[src/core/adcrs_pkg.sv]
`default_nettype none
package adcrs_pkg;
  localparam int ADCRS_RATIO_W = 10;
  localparam int ADCRS_MOD_W = 8;
  localparam int ADCRS_ADDR_W = 4;
  localparam int ADCRS_HOLD_W = 17;
  localparam int ADCRS_SETTLE_W = 11;

  localparam logic [9:0] ADCRS_FS128 = 10'h080;
  localparam logic [9:0] ADCRS_FS192 = 10'h0c0;
  localparam logic [9:0] ADCRS_FS256 = 10'h100;
  localparam logic [9:0] ADCRS_FS384 = 10'h180;
  localparam logic [9:0] ADCRS_FS512 = 10'h200;
  localparam logic [9:0] ADCRS_FS768 = 10'h300;
  localparam logic [9:0] ADCRS_RATIO_NONE = 10'h000;
  localparam logic [9:0] ADCRS_RATIO_ONE = 10'h001;

  localparam logic [7:0] ADCRS_MOD_X128 = 8'h80;
  localparam logic [7:0] ADCRS_MOD_X64 = 8'h40;
  localparam logic [7:0] ADCRS_MOD_X32 = 8'h20;
  localparam logic [7:0] ADCRS_MOD_NONE = 8'h00;

  localparam logic [1:0] ADCRS_FMT_STREAM = 2'h3;

  localparam int ADCRS_SETTLE_PERIODS = 1116;
  localparam int ADCRS_POWERDOWN_PERIODS = 65536;

  localparam logic [3:0] ADCRS_REG_CTRL = 4'h0;
  localparam logic [3:0] ADCRS_REG_STATUS = 4'h4;
  localparam logic [3:0] ADCRS_REG_CONFIG = 4'h8;
  localparam logic [3:0] ADCRS_REG_DETECT = 4'hc;
  localparam logic [1:0] ADCRS_RESP_OKAY = 2'h0;
  localparam logic [1:0] ADCRS_RESP_SLVERR = 2'h2;

  typedef enum logic [1:0] {
    ADCRS_RATE_SINGLE = 2'b00,
    ADCRS_RATE_DUAL = 2'b01,
    ADCRS_RATE_QUAD = 2'b10,
    ADCRS_RATE_NONE = 2'b11
  } adcrs_rate_t;

  typedef enum logic [2:0] {
    ADCRS_ST_RESET = 3'b000,
    ADCRS_ST_RELEASE = 3'b001,
    ADCRS_ST_SETTLE = 3'b010,
    ADCRS_ST_RUN = 3'b011,
    ADCRS_ST_POWERDOWN = 3'b100
  } adcrs_state_t;

  typedef struct packed {
    adcrs_rate_t rate;
    logic [9:0] sys_ratio;
    logic [7:0] mod_ratio;
    logic stream;
    logic error;
  } adcrs_cfg_t;

  localparam adcrs_cfg_t ADCRS_CFG_RESET = '{ADCRS_RATE_NONE, ADCRS_RATIO_NONE, ADCRS_MOD_NONE, 1'b0, 1'b0};

  typedef struct packed {
    logic [21:0] zero;
    logic slave;
    logic stream;
    adcrs_rate_t rate;
    logic config_error;
    logic powered_down;
    logic data_valid;
    adcrs_state_t state;
  } adcrs_status_t;

  typedef struct packed {
    logic [7:0] zero_hi;
    logic [7:0] mod_ratio;
    logic [5:0] zero_lo;
    logic [9:0] sys_ratio;
  } adcrs_config_reg_t;
endpackage
`default_nettype wire

[src/core/adcrs_sequencer.sv]
`default_nettype none
module adcrs_sequencer #(
  parameter int SETTLE_PERIODS = adcrs_pkg::ADCRS_SETTLE_PERIODS,
  parameter int POWERDOWN_PERIODS = adcrs_pkg::ADCRS_POWERDOWN_PERIODS
) (
  input wire logic aclk,
  input wire logic aresetn,
  input wire logic power_good,
  input wire logic reset_pin_n,
  input wire logic role_slave,
  input wire logic rate_select_bit2,
  input wire logic rate_select_bit1,
  input wire logic rate_select_bit0,
  input wire logic format_select_bit1,
  input wire logic format_select_bit0,
  input wire logic frame_clock,
  input wire logic mod_left_bit,
  input wire logic mod_right_bit,
  output logic [1:0] rate_class,
  output logic [7:0] mod_ratio,
  output logic [9:0] sys_ratio,
  output logic one_bit_stream_mode,
  output logic config_error,
  output logic reset_active,
  output logic output_zero,
  output logic data_valid,
  output logic powered_down,
  output logic sample_strobe,
  output logic stream_left_out,
  output logic stream_right_out,
  input wire logic [3:0] s_axi_awaddr,
  input wire logic s_axi_awvalid,
  output logic s_axi_awready,
  input wire logic [31:0] s_axi_wdata,
  input wire logic [3:0] s_axi_wstrb,
  input wire logic s_axi_wvalid,
  output logic s_axi_wready,
  output logic [1:0] s_axi_bresp,
  output logic s_axi_bvalid,
  input wire logic s_axi_bready,
  input wire logic [3:0] s_axi_araddr,
  input wire logic s_axi_arvalid,
  output logic s_axi_arready,
  output logic [31:0] s_axi_rdata,
  output logic [1:0] s_axi_rresp,
  output logic s_axi_rvalid,
  input wire logic s_axi_rready
);
  localparam logic [16:0] PD_MAX = 17'(POWERDOWN_PERIODS);
  localparam logic [10:0] SETTLE_LAST = 11'(SETTLE_PERIODS - 1);

  adcrs_pkg::adcrs_cfg_t cfg;
  adcrs_pkg::adcrs_cfg_t next_cfg;
  adcrs_pkg::adcrs_state_t state;
  adcrs_pkg::adcrs_state_t next_state;
  logic [16:0] hold_cnt;
  logic [16:0] next_hold_cnt;
  logic [10:0] settle_cnt;
  logic [10:0] next_settle_cnt;
  logic tick;
  logic [9:0] measured;
  logic hold;
  logic in_reset;
  logic soft_hold;
  logic next_soft_hold;
  logic next_zero;
  logic next_left;
  logic next_right;

  function automatic logic ratio_legal(input logic [9:0] r, input logic quad);
    ratio_legal = (r == adcrs_pkg::ADCRS_FS256) || (r == adcrs_pkg::ADCRS_FS384) ||
                  (r == adcrs_pkg::ADCRS_FS512) || (r == adcrs_pkg::ADCRS_FS768) ||
                  (r == adcrs_pkg::ADCRS_FS128);
    if (quad && r != adcrs_pkg::ADCRS_FS128) begin
      ratio_legal = 1'b0;
    end
  endfunction

  function automatic adcrs_pkg::adcrs_cfg_t decode(input logic [2:0] code, input logic slave,
                                                  input logic [1:0] fmt, input logic [9:0] meas);
    adcrs_pkg::adcrs_cfg_t c;
    c = adcrs_pkg::ADCRS_CFG_RESET;
    c.stream = (fmt == adcrs_pkg::ADCRS_FMT_STREAM);
    if (!slave) begin
      case (code)
        3'h0: begin c.rate = adcrs_pkg::ADCRS_RATE_SINGLE; c.sys_ratio = adcrs_pkg::ADCRS_FS768; end
        3'h1: begin c.rate = adcrs_pkg::ADCRS_RATE_SINGLE; c.sys_ratio = adcrs_pkg::ADCRS_FS512; end
        3'h2: begin c.rate = adcrs_pkg::ADCRS_RATE_SINGLE; c.sys_ratio = adcrs_pkg::ADCRS_FS384; end
        3'h3: begin c.rate = adcrs_pkg::ADCRS_RATE_SINGLE; c.sys_ratio = adcrs_pkg::ADCRS_FS256; end
        3'h4: begin c.rate = adcrs_pkg::ADCRS_RATE_DUAL; c.sys_ratio = adcrs_pkg::ADCRS_FS384; end
        3'h5: begin c.rate = adcrs_pkg::ADCRS_RATE_DUAL; c.sys_ratio = adcrs_pkg::ADCRS_FS256; end
        3'h6: begin c.rate = adcrs_pkg::ADCRS_RATE_QUAD; c.sys_ratio = adcrs_pkg::ADCRS_FS192; end
        default: begin c.rate = adcrs_pkg::ADCRS_RATE_QUAD; c.sys_ratio = adcrs_pkg::ADCRS_FS128; end
      endcase
      // Stream rides on the dual-rate codes only
      if (c.stream && c.rate != adcrs_pkg::ADCRS_RATE_DUAL) begin
        c.error = 1'b1;
      end
    end else begin
      c.sys_ratio = meas;
      case (code)
        3'h0: c.rate = adcrs_pkg::ADCRS_RATE_SINGLE;
        3'h1: c.rate = adcrs_pkg::ADCRS_RATE_DUAL;
        3'h2: c.rate = adcrs_pkg::ADCRS_RATE_QUAD;
        default: begin
          c.rate = adcrs_pkg::ADCRS_RATE_NONE;
          c.error = 1'b1;
        end
      endcase
      // Ratio unknown until the first frame edge has been seen
      if (meas != adcrs_pkg::ADCRS_RATIO_NONE && !ratio_legal(meas, c.rate == adcrs_pkg::ADCRS_RATE_QUAD)) begin
        c.error = 1'b1;
      end
      if (c.stream) begin
        c.error = 1'b1;
        c.stream = 1'b0;
      end
    end
    case (c.rate)
      adcrs_pkg::ADCRS_RATE_SINGLE: c.mod_ratio = adcrs_pkg::ADCRS_MOD_X128;
      adcrs_pkg::ADCRS_RATE_DUAL: c.mod_ratio = adcrs_pkg::ADCRS_MOD_X64;
      adcrs_pkg::ADCRS_RATE_QUAD: c.mod_ratio = adcrs_pkg::ADCRS_MOD_X32;
      default: c.mod_ratio = adcrs_pkg::ADCRS_MOD_NONE;
    endcase
    decode = c;
  endfunction

  // Pins are decoded every cycle; the host only moves them under reset
  always_comb begin
    next_cfg = decode({rate_select_bit2, rate_select_bit1, rate_select_bit0}, role_slave,
                      {format_select_bit1, format_select_bit0}, measured);
  end

  adcrs_period_tick #(
    .RATIO_W(adcrs_pkg::ADCRS_RATIO_W)
  ) u_tick (
    .aclk(aclk),
    .aresetn(aresetn),
    .slave(role_slave),
    .ratio(cfg.sys_ratio),
    .frame_clock(frame_clock),
    .tick(tick),
    .measured(measured)
  );

  assign hold = !reset_pin_n || soft_hold;
  assign in_reset = !power_good || hold;

  // All timing below is counted in ticks on aclk, the system clock
  always_comb begin
    next_state = state;
    next_settle_cnt = settle_cnt;
    next_hold_cnt = hold_cnt;
    if (!hold) begin
      next_hold_cnt = '0;
    end else if (tick && hold_cnt != PD_MAX) begin
      next_hold_cnt = hold_cnt + 17'h00001;
    end
    case (state)
      adcrs_pkg::ADCRS_ST_RESET: begin
        if (hold && tick && hold_cnt == PD_MAX) begin
          next_state = adcrs_pkg::ADCRS_ST_POWERDOWN;
        end else if (!in_reset) begin
          next_state = adcrs_pkg::ADCRS_ST_RELEASE;
        end
      end
      adcrs_pkg::ADCRS_ST_RELEASE: begin
        if (in_reset) begin
          next_state = adcrs_pkg::ADCRS_ST_RESET;
        end else if (tick) begin
          next_state = adcrs_pkg::ADCRS_ST_SETTLE;
          next_settle_cnt = '0;
        end
      end
      adcrs_pkg::ADCRS_ST_SETTLE: begin
        if (in_reset) begin
          next_state = adcrs_pkg::ADCRS_ST_RESET;
        end else if (tick) begin
          next_settle_cnt = settle_cnt + 11'h001;
          if (settle_cnt == SETTLE_LAST) begin
            next_state = adcrs_pkg::ADCRS_ST_RUN;
          end
        end
      end
      adcrs_pkg::ADCRS_ST_RUN: begin
        if (in_reset) begin
          next_state = adcrs_pkg::ADCRS_ST_RESET;
        end
      end
      adcrs_pkg::ADCRS_ST_POWERDOWN: begin
        if (!hold) begin
          next_state = power_good ? adcrs_pkg::ADCRS_ST_RELEASE : adcrs_pkg::ADCRS_ST_RESET;
        end
      end
      default: next_state = adcrs_pkg::ADCRS_ST_RESET;
    endcase
    next_zero = (next_state != adcrs_pkg::ADCRS_ST_SETTLE) && (next_state != adcrs_pkg::ADCRS_ST_RUN);
    // Stream bits bypass the decimator, so gate only with stream mode and the zero force
    next_left = mod_left_bit && cfg.stream && !next_zero;
    next_right = mod_right_bit && cfg.stream && !next_zero;
  end

  // aresetn is synchronous; the host's clocks before release cover it
  always_ff @(posedge aclk) begin
    if (!aresetn) begin
      cfg <= adcrs_pkg::ADCRS_CFG_RESET;
      state <= adcrs_pkg::ADCRS_ST_RESET;
      hold_cnt <= '0;
      settle_cnt <= '0;
      output_zero <= 1'b1;
      reset_active <= 1'b1;
      data_valid <= 1'b0;
      powered_down <= 1'b0;
      sample_strobe <= 1'b0;
      stream_left_out <= 1'b0;
      stream_right_out <= 1'b0;
    end else begin
      cfg <= next_cfg;
      state <= next_state;
      hold_cnt <= next_hold_cnt;
      settle_cnt <= next_settle_cnt;
      output_zero <= next_zero;
      reset_active <= next_zero;
      data_valid <= next_state == adcrs_pkg::ADCRS_ST_RUN;
      powered_down <= next_state == adcrs_pkg::ADCRS_ST_POWERDOWN;
      sample_strobe <= tick && !next_zero;
      stream_left_out <= next_left;
      stream_right_out <= next_right;
    end
  end

  assign rate_class = cfg.rate;
  assign mod_ratio = cfg.mod_ratio;
  assign sys_ratio = cfg.sys_ratio;
  assign one_bit_stream_mode = cfg.stream;
  assign config_error = cfg.error;

  // AXI4-Lite slave: one write and one read in flight
  logic aw_have;
  logic w_have;
  logic [3:0] aw_addr;
  logic [31:0] w_data;
  logic [3:0] w_strb;
  logic next_aw_have;
  logic next_w_have;
  logic [3:0] next_aw_addr;
  logic [31:0] next_w_data;
  logic [3:0] next_w_strb;
  logic next_awready;
  logic next_wready;
  logic next_bvalid;
  logic [1:0] next_bresp;
  logic next_arready;
  logic next_rvalid;
  logic [31:0] next_rdata;
  logic [1:0] next_rresp;
  adcrs_pkg::adcrs_status_t status_word;
  adcrs_pkg::adcrs_config_reg_t config_word;

  always_comb begin
    status_word = '0;
    status_word.slave = role_slave;
    status_word.stream = cfg.stream;
    status_word.rate = cfg.rate;
    status_word.config_error = cfg.error;
    status_word.powered_down = powered_down;
    status_word.data_valid = data_valid;
    status_word.state = state;
    config_word = '0;
    config_word.mod_ratio = cfg.mod_ratio;
    config_word.sys_ratio = cfg.sys_ratio;
  end

  always_comb begin
    next_aw_have = aw_have || (s_axi_awvalid && s_axi_awready);
    next_w_have = w_have || (s_axi_wvalid && s_axi_wready);
    next_aw_addr = (s_axi_awvalid && s_axi_awready) ? s_axi_awaddr : aw_addr;
    next_w_data = (s_axi_wvalid && s_axi_wready) ? s_axi_wdata : w_data;
    next_w_strb = (s_axi_wvalid && s_axi_wready) ? s_axi_wstrb : w_strb;
    next_bvalid = s_axi_bvalid && !s_axi_bready;
    next_bresp = s_axi_bresp;
    next_soft_hold = soft_hold;
    if (aw_have && w_have && !s_axi_bvalid) begin
      next_aw_have = 1'b0;
      next_w_have = 1'b0;
      next_bvalid = 1'b1;
      next_bresp = adcrs_pkg::ADCRS_RESP_OKAY;
      case (aw_addr)
        adcrs_pkg::ADCRS_REG_CTRL: begin
          if (w_strb[0]) begin
            next_soft_hold = w_data[0];
          end
        end
        adcrs_pkg::ADCRS_REG_STATUS, adcrs_pkg::ADCRS_REG_CONFIG, adcrs_pkg::ADCRS_REG_DETECT: ;
        default: next_bresp = adcrs_pkg::ADCRS_RESP_SLVERR;
      endcase
    end
    next_awready = !next_aw_have && !next_bvalid;
    next_wready = !next_w_have && !next_bvalid;
    next_rvalid = s_axi_rvalid && !s_axi_rready;
    next_rdata = s_axi_rdata;
    next_rresp = s_axi_rresp;
    if (s_axi_arvalid && s_axi_arready) begin
      next_rvalid = 1'b1;
      next_rresp = adcrs_pkg::ADCRS_RESP_OKAY;
      case (s_axi_araddr)
        adcrs_pkg::ADCRS_REG_CTRL: next_rdata = {31'h00000000, soft_hold};
        adcrs_pkg::ADCRS_REG_STATUS: next_rdata = status_word;
        adcrs_pkg::ADCRS_REG_CONFIG: next_rdata = config_word;
        adcrs_pkg::ADCRS_REG_DETECT: next_rdata = {22'h000000, measured};
        default: begin
          next_rdata = '0;
          next_rresp = adcrs_pkg::ADCRS_RESP_SLVERR;
        end
      endcase
    end
    next_arready = !next_rvalid;
  end

  always_ff @(posedge aclk) begin
    if (!aresetn) begin
      aw_have <= 1'b0;
      w_have <= 1'b0;
      aw_addr <= '0;
      w_data <= '0;
      w_strb <= '0;
      soft_hold <= 1'b0;
      s_axi_awready <= 1'b0;
      s_axi_wready <= 1'b0;
      s_axi_bvalid <= 1'b0;
      s_axi_bresp <= adcrs_pkg::ADCRS_RESP_OKAY;
      s_axi_arready <= 1'b0;
      s_axi_rvalid <= 1'b0;
      s_axi_rdata <= '0;
      s_axi_rresp <= adcrs_pkg::ADCRS_RESP_OKAY;
    end else begin
      aw_have <= next_aw_have;
      w_have <= next_w_have;
      aw_addr <= next_aw_addr;
      w_data <= next_w_data;
      w_strb <= next_w_strb;
      soft_hold <= next_soft_hold;
      s_axi_awready <= next_awready;
      s_axi_wready <= next_wready;
      s_axi_bvalid <= next_bvalid;
      s_axi_bresp <= next_bresp;
      s_axi_arready <= next_arready;
      s_axi_rvalid <= next_rvalid;
      s_axi_rdata <= next_rdata;
      s_axi_rresp <= next_rresp;
    end
  end
endmodule
`default_nettype wire

[src/core/adcrs_period_tick.sv]
`default_nettype none
module adcrs_period_tick #(
  parameter int RATIO_W = adcrs_pkg::ADCRS_RATIO_W
) (
  input wire logic aclk,
  input wire logic aresetn,
  input wire logic slave,
  input wire logic [RATIO_W-1:0] ratio,
  input wire logic frame_clock,
  output logic tick,
  output logic [RATIO_W-1:0] measured
);
  logic [RATIO_W-1:0] cnt;
  logic [RATIO_W-1:0] next_cnt;
  logic [RATIO_W-1:0] next_measured;
  logic frame_prev;
  logic next_tick;

  always_comb begin
    next_cnt = cnt + adcrs_pkg::ADCRS_RATIO_ONE;
    next_tick = 1'b0;
    next_measured = measured;
    if (slave) begin
      // Frame edge marks the period; spacing gives the detected ratio
      if (frame_clock && !frame_prev) begin
        next_tick = 1'b1;
        next_measured = next_cnt;
        next_cnt = '0;
      end else if (cnt == '1) begin
        // Saturate so a stopped frame clock cannot alias a legal ratio
        next_cnt = cnt;
      end
    end else if (cnt >= ratio - adcrs_pkg::ADCRS_RATIO_ONE) begin
      next_tick = 1'b1;
      next_cnt = '0;
    end
  end

  always_ff @(posedge aclk) begin
    if (!aresetn) begin
      cnt <= '0;
      tick <= 1'b0;
      measured <= '0;
      frame_prev <= 1'b0;
    end else begin
      cnt <= next_cnt;
      tick <= next_tick;
      measured <= next_measured;
      frame_prev <= frame_clock;
    end
  end
endmodule
`default_nettype wire

[config.mk]
export PLATFORM = sky130hd
export DESIGN_NAME = adcrs_sequencer
export DESIGN_NICKNAME = d
export VERILOG_FILES = /design/src/core/adcrs_pkg.sv /design/src/core/adcrs_sequencer.sv /design/src/core/adcrs_period_tick.sv
export SDC_FILE = /design/constraint.sdc
export NUM_CORES = 1
export LEC_CHECK = 0
export BUFFER_PORTS_ARGS = -buffer_cell sky130_fd_sc_hd__buf_4
export CORE_UTILIZATION = 45
export DETAILED_ROUTE_END_ITERATION = 10
export PLACE_DENSITY = 0.67
export SLEW_MARGIN = 0
export SYNTH_ARGS = -nofsm -noshare
export SYNTH_HDL_FRONTEND = slang
export SYNTH_SLANG_ARGS = --single-unit
[constraint.sdc]
create_clock -name aclk -period 6.05 [get_ports aclk]
set_clock_uncertainty 0.15 [all_clocks]
set_input_delay 1.21 -clock aclk [delete_from_list [all_inputs] [get_ports aclk]]
set_output_delay 1.21 -clock aclk [all_outputs]
set_load 0.01 [all_outputs]
Word level (Yosys, flattened, before mapping). Cells that the tools add are included.

$add $sub $neg: 4. Magnitude comparators: 1. Equal/unequal tests: 40. Muxes and demuxes: 44. Reduce and logical (&&, ||, !) cells: 56.

Operator list (count): 24-bit case mux with 4 select lines (1); 12-bit case mux with 7 select lines (1); 11-bit two-way mux (4); 10-bit two-way mux (4); 10-bit == test, second input constant (3); 3-bit two-way mux (9); 12-bit two-way mux (2); 8-bit case mux with 3 select lines (1); 1-bit logical AND (22); 11-bit case mux with 2 select lines (1); 10-bit by 9-bit == test with 1-bit output, second input constant (2); 17-bit by 1-bit adder with 17-bit output, second input constant (1); 17-bit == test, second input constant (1); 17-bit != test, second input constant (1); 4-bit == test, second input constant (4); 1-bit two-way mux (16); 3-bit by 2-bit == test with 1-bit output, second input constant (5); 3-bit == test, second input constant (5); 3-bit case mux with 5 select lines (1); 1-bit logical NOT (12); 11-bit by 1-bit adder with 11-bit output, second input constant (1); 11-bit == test, second input constant (1); 10-bit by 1-bit adder with 10-bit output, second input constant (1); 10-bit by 8-bit == test with 1-bit output, second input constant (1); other kinds (23) (45).

Flip-flop bits (word level): 131. Input bits: 62. Output and inout bits: 70. Word-level logic and storage cells: 177.

Longest topological paths before layout.
Word-level depth: 12. Mapped depth: 11. Depth with buffers taken out: 11.

Modules after synthesis. Synthesis repeated with hierarchy kept, for this count alone.

Cells, all modules: 566. Area total of the unflattened synthesis: 4929.7 µm².

By module, submodules not included: adcrs_sequencer (instances 1, cells an instance 409, area each 3666.0 µm², seq. area each 1661.6 µm²); adcrs_period_tick (instances 1, cells an instance 157, area each 1263.7 µm², seq. area each 440.4 µm²).

Worst setup path before layout. Ideal clock, no wire load.

Path kind: register to register. Start: register cfg (netlist bit sys_ratio[5]). End: register u_tick.cnt[0]. Setup time: 0.133 ns. Data arrival time: 2.629 ns. Data required time: 5.767 ns. Path slack: 3.138 ns. Cell stages (with the launch flop): 11. Buffers on the path: 0. Clock period less this slack: 2.912 ns. Path through: dfxtp_1 -> nor4_1 -> nand2b_1 -> or3_1 -> nor3_1 -> xnor2_1 -> ha_1 -> nand4_1 -> o311a_1 -> o21ai_1 -> o22ai_1.

Cells in the longest elaborated chain, start to end: 4.

RTL lines: start, declared (line adcrs_sequencer.sv:52) `adcrs_pkg::adcrs_cfg_t cfg;`; start signal, assigned (line adcrs_sequencer.sv:206) `cfg <= adcrs_pkg::ADCRS_CFG_RESET;`; start signal, assigned (line adcrs_sequencer.sv:218) `cfg <= next_cfg;`; 10-bit by 1-bit subtractor with 10-bit output (line adcrs_period_tick.sv:33) `end else if (cnt >= ratio - adcrs_pkg::ADCRS_RATIO_ONE) begin`; 10-bit >= comparator (line adcrs_period_tick.sv:33); 10-bit two-way mux (line adcrs_period_tick.sv:33); 10-bit two-way mux (line adcrs_period_tick.sv:23) `if (slave) begin`; end signal, assigned (line adcrs_period_tick.sv:46) `cnt <= next_cnt;`; end, declared (line adcrs_period_tick.sv:13) `logic [RATIO_W-1:0] cnt;`.

Every way passes these cells. A chain may end at the register's enable or synchronous reset.

Final worst setup path.
Start: register cfg (netlist bit sys_ratio[3]). End: register u_tick.cnt[3].

Same word-level chain as after synthesis.

==> impl_metrics.json <==
{
  "run_status": "complete, no violations",
  "clkTransAtPathRegs_ns": 0.10,
  "clock_insertion_delay_worst_skew_ns": 0.36,
  "post_cts_buffers": 0,
  "global_route_wire_length_before_repair_um": 18300,
  "seq_total_area_yosys_pct": 42.5,
  "clock_tree_from_tritoncts": "done",
  "critical_path_arrival_ns": 3.38,
  "input_output_buffers": 71,
  "cts-hold-fix-buffers": 0,
  "timing_max_transition_violations_final": 0,
  "critPathKind": "flop to flop",
  "setup-violations-final": 0,
  "htree_levels": 3,
  "hpwl_um": 8010,
  "vdd_drop_max_uv": 143,
  "die-area_um2": 11400,
  "crit_path_start_kind": "flop",
  "drtIter0Drc": 284,
  "final_antenna_net_count": 0,
  "critPathRequiredTime_ns": 6.11,
  "core_um2": 10500,
  "postSynthAreaPerCell_um2": 8.54,
  "finalCritPeriodShare_pct": 54.9,
  "layout-drive-gt1-share_pct": 16.4,
  "cellPowerDensity_nw_per_um2": 232,
  "routed_via_density": 5.25,
  "timing.final.crit_period_ns": 3.32,
  "count_of_mapped_cells_out_of_synthesis": 579,
  "mostFrequentLayoutCell": "dfxtp_1",
  "share_of_the_synthesized_area_in_the_top_cell_type_pct": 42.5,
  "netlist_area_pre_place_um2": 4950,
  "initial_utilization_pct": 47.1,
  "slack_of_the_worst_reg_to_reg_path_ns": 2.73,
  "detailedRoute.firstPassIterationCount": 5,
  "vias": 4083,
  "r2r_cells": 10,
  "ys_seq_elements": 105,
  "gr-usage-all-layers_pct": 19.9,
  "holdWs_ns": 0.310,
  "routed_wire_length_per_instance_um": 14.0,
  "fp.dieH_um": 107,
  "setup_tns_ns": 0,
  "r2r-end": "u_tick.cnt[3]",
  "worst_setup_path_end_kind": "flop",
  "fmax_mhz": 301,
  "cellLeakagePower_nw": 2.29,
  "hold_start": "aw_addr[2]",
  "worstHoldEndpoint": "aw_addr[2]",
  "number_of_max_cap_violations": 0,
  "post_cts_resize_count": 0,
  "via_count_of_the_first_global_routing_pass": 3856,
  "cts.sinks": 105,
  "ys_types": 48,
  "io-pin-count": 132,
  "cts-root-to-sink-buffers": 2,
  "final_net_count": 713,
  "yosys_warnings": 0,
  "slew-limit-headroom_pct": 36.9,
  "total_global_routing_overflow": 0,
  "cts-buffers-inserted": 9,
  "drc_violations": 0,
  "flow.area_growth_from_synthesis_pct": 14.6,
  "final_hold_viol_count": 0,
  "min-delay-path-class": "flop to flop",
  "die_width_um": 107,
  "routed_wire_length_um": 10900,
  "place.gp.congestion": 0.826,
  "grt_max_degree": 55,
  "transition_time_of_the_tightest_slew_check_pin_ns": 0.944,
  "reg2reg_from": "sys_ratio[3]",
  "layout_common_cells": "dfxtp_1, nor2_1, buf_4, a21oi_1, nand2_1",
  "synth_top_cell_by_area": "dfxtp_1",
  "n_antenna_cell": 0,
  "fp-row-count": 37,
  "grt_setup_unrepaired": "no",
  "depth_of_the_worst_hold_timing_path": 2,
  "cts-root-buf": "clkbuf_8",
  "grt_antenna_before_repair": 0,
  "synth.top_cells.by_area": "dfxtp_1, nor2_1, a21oi_1, buf_4, xnor2_1",
  "maximum_net_fanout_on_the_critical_path": 7
}
-- metal layers --
layer	up-vias	share of wire (%)	wire, µm	track usage (%)
met4	0	1.1	121	5.77
met3	14	5.0	544	3.65
met2	115	46	5030	32.3
li1	2097	-	-	-
met5	-	0	0	0
met1	1857	48	5170	27.0
-- worst max-delay path, cell delays in order (launching register included) --
cell	delay, ns
dfxtp_1	0.38
nor4_1	0.36
nand2b_1	0.11
or3_1	0.36
nor3_1	0.19
xnor2_1	0.12
ha_1	0.32
nand4_1	0.12
o311a_1	0.43
o21ai_1	0.49
o31ai_1	0.16
-- Yosys cell counts, drive strengths merged --
| cell type | instances |
|---|---|
| or4 | 5 |
| or3 | 3 |
| nor4 | 13 |
| and3 | 13 |
| o31ai | 4 |
| nand4 | 16 |
| mux2i | 2 |
| xnor2 | 23 |
| clkbuf | 21 |
| and2 | 7 |
| a21oi | 46 |
| nor2b | 4 |
| nor2 | 75 |
| a41o | 1 |
| mux2 | 8 |
| xor2 | 16 |
| buf | 31 |
| ha | 15 |
| or2 | 2 |
| inv | 18 |
| a22oi | 13 |
| nand4b | 1 |
| o311a | 1 |
| o211ai | 4 |
| a22o | 9 |
| nand3b | 2 |
| o21ai | 13 |
| nand2b | 5 |
| nand2 | 41 |
| mux4 | 1 |
| or4b | 3 |
| a211oi | 4 |
| nor3 | 19 |
| dfxtp | 105 |
| nor4b | 3 |
| nand3 | 24 |
| and3b | 2 |
| o22ai | 3 |
| conb | 1 |
| a21o | 2 |
-- cells by family (layout without fill, tap and decap cells) --
kind of cell               after synthesis  after routing  share of synthesized area, %
and+or+nand+nor                        238            238                          24.1
DFF                                    105            105                          42.5
AOI/OAI and AO/OA                      100            100                          12.4
buffers and inverters                   70            107                          7.54
xor gates and xnor gates                39             39                          6.91
adders and majority gates               15             15                          3.79
muxes                                   11             11                          2.68
other                                    1             26                        0.0758
-- flip-flops by register name, summed over array words and instances, names as in the netlist, 2 cells and up --
signal	count
u_tick.measured	10
state	3
aw_addr	4
s_axi_rdata	13
mod_ratio	3
hold_cnt	17
u_tick.cnt	10
rate_class	2
settle_cnt	11
sys_ratio	10
-- report_power, final --
part	leakage (nW)	internal [mW]	switching, mW	total, mW
registers	0.853	0.708	0.0182	0.726
logic	1.33	0.0542	0.0740	0.128
clock network	0.106	0.216	0.243	0.460
-- cell type report --
cell class	count	area, µm²
Inverter	18	67.6
Clock buffer	11	151
Clock inverter	5	63.8
Fill cell	981	4840
Multi-Input combinational cell	429	2560
Tap cell	136	170
Timing Repair Buffer	73	548
Sequential cell	105	2100
-- worst max-delay path by stage --
stage,endpoint,startpoint,depth (start not counted),slack (ns)
finish,u_tick.cnt[3],sys_ratio[3],10,2.73
global route,u_tick.cnt[4],sys_ratio[3],10,2.41
CTS,u_tick.cnt[3],sys_ratio[3],10,2.75
detailed placement,u_tick.cnt[1],sys_ratio[3],10,2.77
global placement,u_tick.cnt[1],sys_ratio[3],10,2.86
floorplan,u_tick.cnt[0],sys_ratio[5],10,3.14
-- stage by stage --
stage               utilization, %  power, mW  cell area, µm²  instances  setup slack, ns
detailed placement            51.9      0.870            5450        761             2.77
CTS                           53.9       1.33            5670        777             2.75
finish                        53.9       1.31            5670        777             2.73
global placement              51.9      0.867            5450        761             2.86
floorplan                        -      0.833            5040        604             3.14
global route                  53.9       1.37            5670        777             2.41
No activity file was read; power rests on OpenSTA's default activity.
